`src/pkg/vmo_pkg.sv`:
```
// shared constants for the legacy misc output / sequencer index block
package vmo_pkg;
    localparam int IO_ADDR_W = 16;
    localparam int MEM_ADDR_W = 32;
    localparam int DATA_W = 8;
    // legacy port addresses
    localparam logic [15:0] PORT_MISC_WR = 16'h03C2;
    localparam logic [15:0] PORT_MISC_RD = 16'h03CC;
    localparam logic [15:0] PORT_SEQ_INDEX = 16'h03C4;
    localparam logic [15:0] PORT_SEQ_DATA = 16'h03C5;
    localparam logic [15:0] PORT_MONO_BASE = 16'h03B0;
    localparam logic [15:0] PORT_COLOUR_BASE = 16'h03D0;
    localparam logic [15:0] PORT_RANGE_MASK = 16'hFFF0;
    // legacy memory aperture
    localparam logic [31:0] APERTURE_LO = 32'h000A_0000;
    localparam logic [31:0] APERTURE_HI = 32'h000B_FFFF;
    // misc output fields
    localparam int MISC_IO_SEL_BIT = 0;
    localparam int MISC_APER_EN_BIT = 1;
    localparam int MISC_CLK_LSB = 2;
    localparam int MISC_CLK_MSB = 3;
    localparam int MISC_PAGE_BIT = 5;
    localparam int MISC_HSYNC_POL_BIT = 6;
    localparam int MISC_VSYNC_POL_BIT = 7;
    localparam logic [7:0] MISC_WRITE_MASK = 8'hEF; // bit 4 reads zero
    localparam logic [7:0] MISC_RESET = 8'h00;
    // dot clock select codes
    localparam logic [1:0] CLK_SEL_25M = 2'h0;
    localparam logic [1:0] CLK_SEL_28M = 2'h1;
    localparam logic [1:0] CLK_SEL_EXT_UNUSED = 2'h2;
    localparam logic [1:0] CLK_SEL_RSVD = 2'h3;
    // sequencer index / reset fields
    localparam int SEQ_IDX_W = 3;
    localparam logic [2:0] SEQ_IDX_RESET = 3'h0;
    localparam logic [2:0] SEQ_IDX_INIT = 3'h0;
    localparam logic [1:0] SEQ_RST_INIT = 2'h0;
    localparam logic [7:0] READ_IDLE = 8'h00;
    // host command codes
    typedef enum logic [1:0] {
        VMO_OP_IO_WR,
        VMO_OP_IO_RD,
        VMO_OP_MEM_RD,
        VMO_OP_MEM_WR
    } vmo_op_t;
    // line counts encoded in sync polarity bits {v,h}
    localparam logic [1:0] POL_200_LINE = 2'h0;
    localparam logic [1:0] POL_350_LINE = 2'h2;
    localparam logic [1:0] POL_400_LINE = 2'h1;
    localparam logic [1:0] POL_480_LINE = 2'h3;
endpackage : vmo_pkg

```
`src/pkg/vmo_if.sv`:
```
// legacy io/memory cycle link between host and device
`timescale 1ns/1ps
interface vmo_if;
    logic io_req;
    logic io_wr;
    logic [15:0] io_addr;
    logic [7:0] io_wdata;
    logic io_ack;
    logic io_claim;
    logic [7:0] io_rdata;
    logic mem_req;
    logic mem_aperture;
    logic [31:0] mem_addr;
    logic mem_ack;
    logic mem_grant;
    modport device (
        input io_req, io_wr, io_addr, io_wdata, mem_req, mem_aperture, mem_addr,
        output io_ack, io_claim, io_rdata, mem_ack, mem_grant
    );
    modport host (
        output io_req, io_wr, io_addr, io_wdata, mem_req, mem_aperture, mem_addr,
        input io_ack, io_claim, io_rdata, mem_ack, mem_grant
    );
endinterface : vmo_if

```
`src/core/vmo_port_decode.sv`:
```
// combinational io port decoder for the device end
`timescale 1ns/1ps
module vmo_port_decode
    import vmo_pkg::*;
(
    input wire logic [15:0] addr,
    input wire logic wr,
    output logic hit_misc,
    output logic hit_seq_index,
    output logic hit_seq_data,
    output logic hit_crt_range
);
    // both mono and colour ranges are claimed regardless of io select
    always_comb begin
        hit_misc = wr ? (addr == PORT_MISC_WR) : (addr == PORT_MISC_RD);
        hit_seq_index = (addr == PORT_SEQ_INDEX);
        hit_seq_data = (addr == PORT_SEQ_DATA);
        hit_crt_range = ((addr & PORT_RANGE_MASK) == PORT_MONO_BASE)
            || ((addr & PORT_RANGE_MASK) == PORT_COLOUR_BASE);
    end
endmodule : vmo_port_decode

```
`src/core/vmo_device.sv`:
```
// device end: misc output register, sequencer index and reset registers
`timescale 1ns/1ps
//////////////////////////////////////////////////////////////////////////////
// Summary of operation
// - clock code 10 unused, 11 reserved
// - aperture bit gates A0000-BFFFF accesses
// - linear frame buffer access never gated
// - host maps enabled aperture uncacheable
// - io select bit: 0 mono, 1 colour
// - both 3Bx and 3Dx ranges always claimed
// - software sets sync polarities per line count
// - extended modes may leave polarities zero
// - index at 3C4, data through 3C5
// - index three bits, upper bits read zero
// - sequencer reset register has no effect
// - misc written 3C2, read 3CC, resets zero
// - sync polarity bit 1 means negative
module vmo_device
    import vmo_pkg::*;
(
    input wire logic ref_clk,
    input wire logic rst_n,
    vmo_if.device bus,
    output logic [1:0] dot_clk_sel,
    output logic dot_clk_valid,
    output logic hsync_neg,
    output logic vsync_neg,
    output logic page_sel,
    output logic colour_emulation,
    output logic aperture_en,
    output logic crt_io_strobe
);
    logic [7:0] misc_output_reg;
    logic [2:0] seq_index_reg;
    logic [1:0] seq_reset_reg;
    logic hit_misc;
    logic hit_seq_index;
    logic hit_seq_data;
    logic hit_crt_range;
    logic io_wr_go;
    logic io_rd_go;
    logic [7:0] read_word;

    // true while the index points at the reset compatibility register
    function automatic logic at_reset_index(input logic [SEQ_IDX_W-1:0] idx);
        at_reset_index = (idx == SEQ_IDX_RESET);
    endfunction : at_reset_index

    // dot clock code field of the misc output register
    function automatic logic [1:0] clk_code(input logic [DATA_W-1:0] misc);
        clk_code = misc[MISC_CLK_MSB:MISC_CLK_LSB];
    endfunction : clk_code

    // only the two fixed oscillators are usable; 10 lost its source, 11 is reserved
    function automatic logic clk_code_usable(input logic [1:0] code);
        clk_code_usable = (code == CLK_SEL_25M) || (code == CLK_SEL_28M);
    endfunction : clk_code_usable

    //////////////////////////////////////////////////////////////////////////
    vmo_port_decode u_decode (
        .addr(bus.io_addr),
        .wr(bus.io_wr),
        .hit_misc(hit_misc),
        .hit_seq_index(hit_seq_index),
        .hit_seq_data(hit_seq_data),
        .hit_crt_range(hit_crt_range)
    );

    assign io_wr_go = bus.io_req && bus.io_wr;
    assign io_rd_go = bus.io_req && !bus.io_wr;

    //////////////////////////////////////////////////////////////////////////
    // misc output register; bit 4 forced low
    always_ff @(posedge ref_clk or negedge rst_n) begin
        if (!rst_n) begin
            misc_output_reg <= MISC_RESET;
        end else if (io_wr_go && hit_misc) begin
            misc_output_reg <= bus.io_wdata & MISC_WRITE_MASK;
        end
    end

    // sequencer index, only low three bits stored
    always_ff @(posedge ref_clk or negedge rst_n) begin
        if (!rst_n) begin
            seq_index_reg <= SEQ_IDX_INIT;
        end else if (io_wr_go && hit_seq_index) begin
            seq_index_reg <= bus.io_wdata[SEQ_IDX_W-1:0];
        end
    end

    // reset compatibility bits: stored, read back, drive nothing
    always_ff @(posedge ref_clk or negedge rst_n) begin
        if (!rst_n) begin
            seq_reset_reg <= SEQ_RST_INIT;
        end else if (io_wr_go && hit_seq_data && at_reset_index(seq_index_reg)) begin
            seq_reset_reg <= bus.io_wdata[$bits(seq_reset_reg)-1:0];
        end
    end

    //////////////////////////////////////////////////////////////////////////
    // read mux; unclaimed or non-read cycles return the idle word
    always_comb begin
        read_word = READ_IDLE;
        if (io_rd_go) begin
            if (hit_misc) begin
                read_word = misc_output_reg;
            end else if (hit_seq_index) begin
                read_word = DATA_W'(seq_index_reg);
            end else if (hit_seq_data && at_reset_index(seq_index_reg)) begin
                read_word = DATA_W'(seq_reset_reg);
            end
        end
    end

    // answer one cycle after the request, as a single pulse
    always_ff @(posedge ref_clk or negedge rst_n) begin
        if (!rst_n) begin
            bus.io_ack <= 1'b0;
        end else begin
            bus.io_ack <= bus.io_req;
        end
    end

    // claim: both crt ranges whatever the io select bit says
    always_ff @(posedge ref_clk or negedge rst_n) begin
        if (!rst_n) begin
            bus.io_claim <= 1'b0;
        end else begin
            bus.io_claim <= bus.io_req && (hit_misc || hit_seq_index || hit_seq_data
                || hit_crt_range);
        end
    end

    // read data stands for the ack cycle only, so a stale word never lingers
    always_ff @(posedge ref_clk or negedge rst_n) begin
        if (!rst_n) begin
            bus.io_rdata <= READ_IDLE;
        end else begin
            bus.io_rdata <= read_word;
        end
    end

    //////////////////////////////////////////////////////////////////////////
    // memory gate: aperture needs enable bit, linear never blocked
    always_ff @(posedge ref_clk or negedge rst_n) begin
        if (!rst_n) begin
            bus.mem_ack <= 1'b0;
            bus.mem_grant <= 1'b0;
        end else begin
            bus.mem_ack <= bus.mem_req;
            if (bus.mem_addr >= APERTURE_LO && bus.mem_addr <= APERTURE_HI
                && !bus.mem_aperture) begin
                bus.mem_grant <= 1'b0; // the legacy window is only via aperture cycles
            end else if (bus.mem_aperture) begin
                bus.mem_grant <= bus.mem_req && misc_output_reg[MISC_APER_EN_BIT];
            end else begin
                bus.mem_grant <= bus.mem_req;
            end
        end
    end

    //////////////////////////////////////////////////////////////////////////
    // dot clock select and its usability flag, one cycle behind the register
    always_ff @(posedge ref_clk or negedge rst_n) begin
        if (!rst_n) begin
            dot_clk_sel <= CLK_SEL_25M;
            dot_clk_valid <= 1'b1;
        end else begin
            dot_clk_sel <= clk_code(misc_output_reg);
            // codes 10 and 11 pick no source; a user must not rely on them
            dot_clk_valid <= clk_code_usable(clk_code(misc_output_reg));
        end
    end

    // sync polarity views: 1 means negative
    always_ff @(posedge ref_clk or negedge rst_n) begin
        if (!rst_n) begin
            hsync_neg <= 1'b0;
            vsync_neg <= 1'b0;
        end else begin
            hsync_neg <= misc_output_reg[MISC_HSYNC_POL_BIT];
            vsync_neg <= misc_output_reg[MISC_VSYNC_POL_BIT];
        end
    end

    // page, emulation and aperture views; port decoding never reads the select bit
    always_ff @(posedge ref_clk or negedge rst_n) begin
        if (!rst_n) begin
            page_sel <= 1'b0;
            colour_emulation <= 1'b0;
            aperture_en <= 1'b0;
        end else begin
            page_sel <= misc_output_reg[MISC_PAGE_BIT];
            colour_emulation <= misc_output_reg[MISC_IO_SEL_BIT];
            aperture_en <= misc_output_reg[MISC_APER_EN_BIT];
        end
    end

    // one pulse per crt range cycle, in step with the ack
    always_ff @(posedge ref_clk or negedge rst_n) begin
        if (!rst_n) begin
            crt_io_strobe <= 1'b0;
        end else begin
            crt_io_strobe <= bus.io_req && hit_crt_range;
        end
    end
endmodule : vmo_device

```
`src/flat_wrapper.sv`:
```
// flat-port wrapper written by rule: the top's interface ports become plain ports
module vmo_device_flat import vmo_pkg::*;
  (ref_clk, rst_n, dot_clk_sel, dot_clk_valid, hsync_neg, vsync_neg, page_sel, colour_emulation, aperture_en, crt_io_strobe, bus_io_req, bus_io_wr, bus_io_addr, bus_io_wdata, bus_mem_req, bus_mem_aperture, bus_mem_addr, bus_io_ack, bus_io_claim, bus_io_rdata, bus_mem_ack, bus_mem_grant);
  vmo_if bus_i ();
  input wire logic ref_clk;
  input wire logic rst_n;
  output logic [1:0] dot_clk_sel;
  output logic dot_clk_valid;
  output logic hsync_neg;
  output logic vsync_neg;
  output logic page_sel;
  output logic colour_emulation;
  output logic aperture_en;
  output logic crt_io_strobe;
  input wire logic [$bits(bus_i.io_req)-1:0] bus_io_req;
  input wire logic [$bits(bus_i.io_wr)-1:0] bus_io_wr;
  input wire logic [$bits(bus_i.io_addr)-1:0] bus_io_addr;
  input wire logic [$bits(bus_i.io_wdata)-1:0] bus_io_wdata;
  input wire logic [$bits(bus_i.mem_req)-1:0] bus_mem_req;
  input wire logic [$bits(bus_i.mem_aperture)-1:0] bus_mem_aperture;
  input wire logic [$bits(bus_i.mem_addr)-1:0] bus_mem_addr;
  output wire logic [$bits(bus_i.io_ack)-1:0] bus_io_ack;
  output wire logic [$bits(bus_i.io_claim)-1:0] bus_io_claim;
  output wire logic [$bits(bus_i.io_rdata)-1:0] bus_io_rdata;
  output wire logic [$bits(bus_i.mem_ack)-1:0] bus_mem_ack;
  output wire logic [$bits(bus_i.mem_grant)-1:0] bus_mem_grant;
  assign bus_i.io_req = bus_io_req;
  assign bus_i.io_wr = bus_io_wr;
  assign bus_i.io_addr = bus_io_addr;
  assign bus_i.io_wdata = bus_io_wdata;
  assign bus_i.mem_req = bus_mem_req;
  assign bus_i.mem_aperture = bus_mem_aperture;
  assign bus_i.mem_addr = bus_mem_addr;
  assign bus_io_ack = bus_i.io_ack;
  assign bus_io_claim = bus_i.io_claim;
  assign bus_io_rdata = bus_i.io_rdata;
  assign bus_mem_ack = bus_i.mem_ack;
  assign bus_mem_grant = bus_i.mem_grant;
  vmo_device u_core (.ref_clk(ref_clk), .rst_n(rst_n), .bus(bus_i), .dot_clk_sel(dot_clk_sel), .dot_clk_valid(dot_clk_valid), .hsync_neg(hsync_neg), .vsync_neg(vsync_neg), .page_sel(page_sel), .colour_emulation(colour_emulation), .aperture_en(aperture_en), .crt_io_strobe(crt_io_strobe));
endmodule
```
`config.mk`:
```
export PLATFORM = sky130hd
export DESIGN_NAME = vmo_device_flat
export DESIGN_NICKNAME = d
export VERILOG_FILES = /design/src/pkg/vmo_pkg.sv /design/src/pkg/vmo_if.sv /design/src/core/vmo_port_decode.sv /design/src/core/vmo_device.sv /design/src/flat_wrapper.sv
export SDC_FILE = /design/constraint.sdc
export NUM_CORES = 1
export LEC_CHECK = 0
export BUFFER_PORTS_ARGS = -buffer_cell sky130_fd_sc_hd__buf_2
export CORE_ASPECT_RATIO = 2
export CORE_UTILIZATION = 35
export CTS_CLUSTER_SIZE = 8
export DETAILED_ROUTE_END_ITERATION = 8
export PLACE_DENSITY = 0.68
export SLEW_MARGIN = 15
export SYNTH_ARGS = -nofsm -noshare
export SYNTH_HDL_FRONTEND = slang
export SYNTH_HIERARCHICAL = 1
export SYNTH_SLANG_ARGS = --single-unit
```
`constraint.sdc`:
```
create_clock -name ref_clk -period 3.6 [get_ports ref_clk]
set_input_delay 0.36 -clock ref_clk [delete_from_list [all_inputs] [get_ports ref_clk]]
set_output_delay 0.36 -clock ref_clk [all_outputs]
set_load 0.1 [all_outputs]
```
==> impl_metrics.tcl <==
set metrics [dict create \
    clk_pin_slew_worst_paths_ns 0.06 \
    routed-via-count 1029 \
    worst-r2r-setup-slack_ns 2.16 \
    grt_pass1_vias 1034 \
    hpwl_mm 2.27 \
    drt-initial-drc-count 13 \
    dpl_cell_area_um2 1670 \
    synth_area_um2 1310 \
    ff2ff_path_depth 3 \
    route.detailed.drc 0 \
    yosys_warnings 6 \
    grtUsageTotal_pct 15.6 \
    synth_seq_cells 32 \
    grt_pass1_wl_mm 4.42 \
    irDropWorstVdd_v 0.000164 \
    run_status "complete, no violations" \
    dr.pass1.iters 4 \
    setup_viol 0 \
    skew_ns 0.00479 \
    grt_overflow_total 0 \
    finalHoldViolCount 0 \
    ys_types 33 \
    synthCells 95 \
    area_growth_pct 35.6 \
    worstPathArrival_ns 2.12 \
    die_h_um 88.4 \
    timing.slew.headroom_pct 52.2 \
    seqCellArea_um2 802 \
    coreArea_um2 3610 \
    antennaDiodeCount 0 \
    syn_avg_cell_area_um2 13.8 \
    drive_gt1_share_pct 53.0 \
    rsz0062_at_grt "false" \
    fin_nets 225 \
    std_cell_rows 31 \
    clkLatencyLatePin_ns 0.28 \
    r2r_end "u_core/seq_reset_reg[0]" \
    crit_required_ns 3.76 \
    leakage_uw 0.000940 \
    via_per_inst 4.83 \
    grt_max_degree 33 \
    synth_fp_nets 157 \
    hold_buffers 0 \
    worstMarginPinSlew_ns 0.712 \
    cts_inserted_buffers 5 \
    stdcell_area_um2 1770 \
    antenna_found_initial 0 \
    die_area_um2 4000 \
    tns_ns 0 \
    slew_viol_final 0 \
    fp.dieW_um 45.2 \
    cp-start-kind "input port" \
    slowest_stage "nor3_1" \
    hold_path_class "input port to async pin" \
    cts_resized 0 \
    period_minus_slack_ns 1.96 \
    r2r_start "u_core/seq_index_reg[2]" \
    multi_input_area_um2 482 \
    cts_tree "built" \
    period_share_pct 54.5 \
    cp_max_fo 7 \
    criticalPathCategory "input port to register" \
    p_per_area_nw_per_um2 405 \
    fmax_mhz 510 \
    max-cap-violations 0 \
    io_buffers 63 \
    clk_path_buf_depth 2 \
    wirelength_mm 2.79 \
    crit_path_max_incr_delay_ns 0.57 \
    ant_nets 0 \
    ys_seq_area_share_pct 61.4 \
    endpoint_kind "register" \
    drt-wirelength-per-cell_um 13.1 \
    ios 83 \
    fin_util_pct 49.1 \
    gp_congestion 0.793 \
    initial_utilization_pct 36.2 \
    cts_setup_buffers 0 \
    fillCellCount 338 \
    whs_ns 0.113 \
    cts_sinks 32 \
    cts_max_level 2 \
    path_cells "buf_2 > nor3b_1 > nand4_1 > nor3_1 > nand3_1 > mux2_2" \
    cts_root_buffer "clkbuf_8" \
]
## metal layers
layer,vias up,global-route usage [%],routed length (um)
met5,-,0,0
met4,0,9.09,37
met3,4,3.06,125
met2,39,27.5,1690
met1,506,16.4,942
li1,480,-,-
## logic make-up (layout without fill, tap and decap cells)
kind of cell | Yosys count | in the layout | share of synthesized area, %
AOI/OAI and AO/OA | 7 | 7 | 4.21
xor gates and xnor gates | 1 | 1 | 0.671
buffers and inverters | 5 | 74 | 1.72
DFF | 32 | 32 | 61.4
muxes | 12 | 12 | 10.9
other | 1 | 1 | 0.287
and+or+nand+nor | 37 | 37 | 20.8
## how the worst max path moves through the flow
stage	slack, ns	start	endpoint	cells past startpoint
global route	1.44	bus_io_addr[13]	u_core/seq_index_reg[2]	6
CTS	1.67	bus_io_addr[13]	u_core/seq_index_reg[2]	6
global placement	1.49	bus_io_addr[13]	u_core/seq_index_reg[0]	6
detailed placement	1.38	bus_io_addr[13]	u_core/seq_index_reg[2]	6
floorplan	1.82	bus_io_addr[13]	u_core/seq_index_reg[0]	5
finish	1.64	bus_io_addr[5]	u_core/seq_index_reg[2]	6
## area by class of cell
class / instances / share of cell area, %
Sequential cell: 32 / 45.3
Inverter: 3 / 0.636
Multi-Input combinational cell: 58 / 27.2
Tap cell: 49 / 3.46
Clock buffer: 8 / 5.65
Timing Repair Buffer: 63 / 17.8
## power by group
part,switching (uW),internal [uW],total (uW)
Clock,118,174,292
Combinational,40.4,22.7,63.1
Sequential,0.473,362,362
## cell usage after synthesis
master,number,area share [%]
nand3_1,1,0.38
conb_1,1,0.29
a221oi_1,2,1.3
nor3_1,2,0.77
and4_1,1,0.67
nand4bb_1,1,0.86
and3_1,5,2.4
nand2_1,4,1.1
nor4b_4,1,1.8
o41a_1,1,0.86
nand3_2,1,0.77
dfrtp_1,31,59
nor3b_1,2,1.1
nand4_1,2,0.96
clkbuf_1,1,0.29
inv_1,3,0.86
nor4_2,1,0.96
dfstp_2,1,2.0
nor4b_1,2,1.3
o2111a_1,1,0.86
nor2b_1,1,0.48
and2_1,2,0.96
xor2_1,1,0.67
nor2_1,2,0.57
mux2_2,10,8.6
buf_4,1,0.57
nor4_1,2,0.96
a21oi_1,3,1.1
nor4bb_1,2,1.5
nand2b_1,1,0.48
mux2_4,2,2.3
nand3b_1,3,1.7
and3_4,1,0.86
## worst max-delay path, delay by kind of cell
family	cells	cell delay (ns)
and+or+nand+nor	4	1.31
buffers and inverters	1	0.11
muxes	1	0.34
## placed cells by master, fill, tap and decap left out, drive strengths merged
cell type,netlist,layout
nor4b,3,3
nand2,4,4
a221oi,2,2
nand4,2,2
and4,1,1
nor4,3,3
clkbuf,1,8
and2,2,2
dfrtp,31,31
and3,6,6
mux2,12,12
nor3b,2,2
nor3,2,2
dfstp,1,1
nand2b,1,1
nor4bb,2,2
a21oi,3,3
nor2,2,2
nand4bb,1,1
buf,1,63
nor2b,1,1
xor2,1,1
inv,3,3
o2111a,1,1
o41a,1,1
nand3b,3,3
conb,1,1
nand3,2,2
## through the flow
stage                     std cells  total power, uW  setup slack, ns
after floorplan                  95              394             1.82
after global placement          205              430             1.49
after detailed placement        205              433             1.38
after CTS                       213              731             1.67
after global routing            213              753             1.44
final                           213              717             1.64
Note: power is estimated with default switching activity, not from simulation.
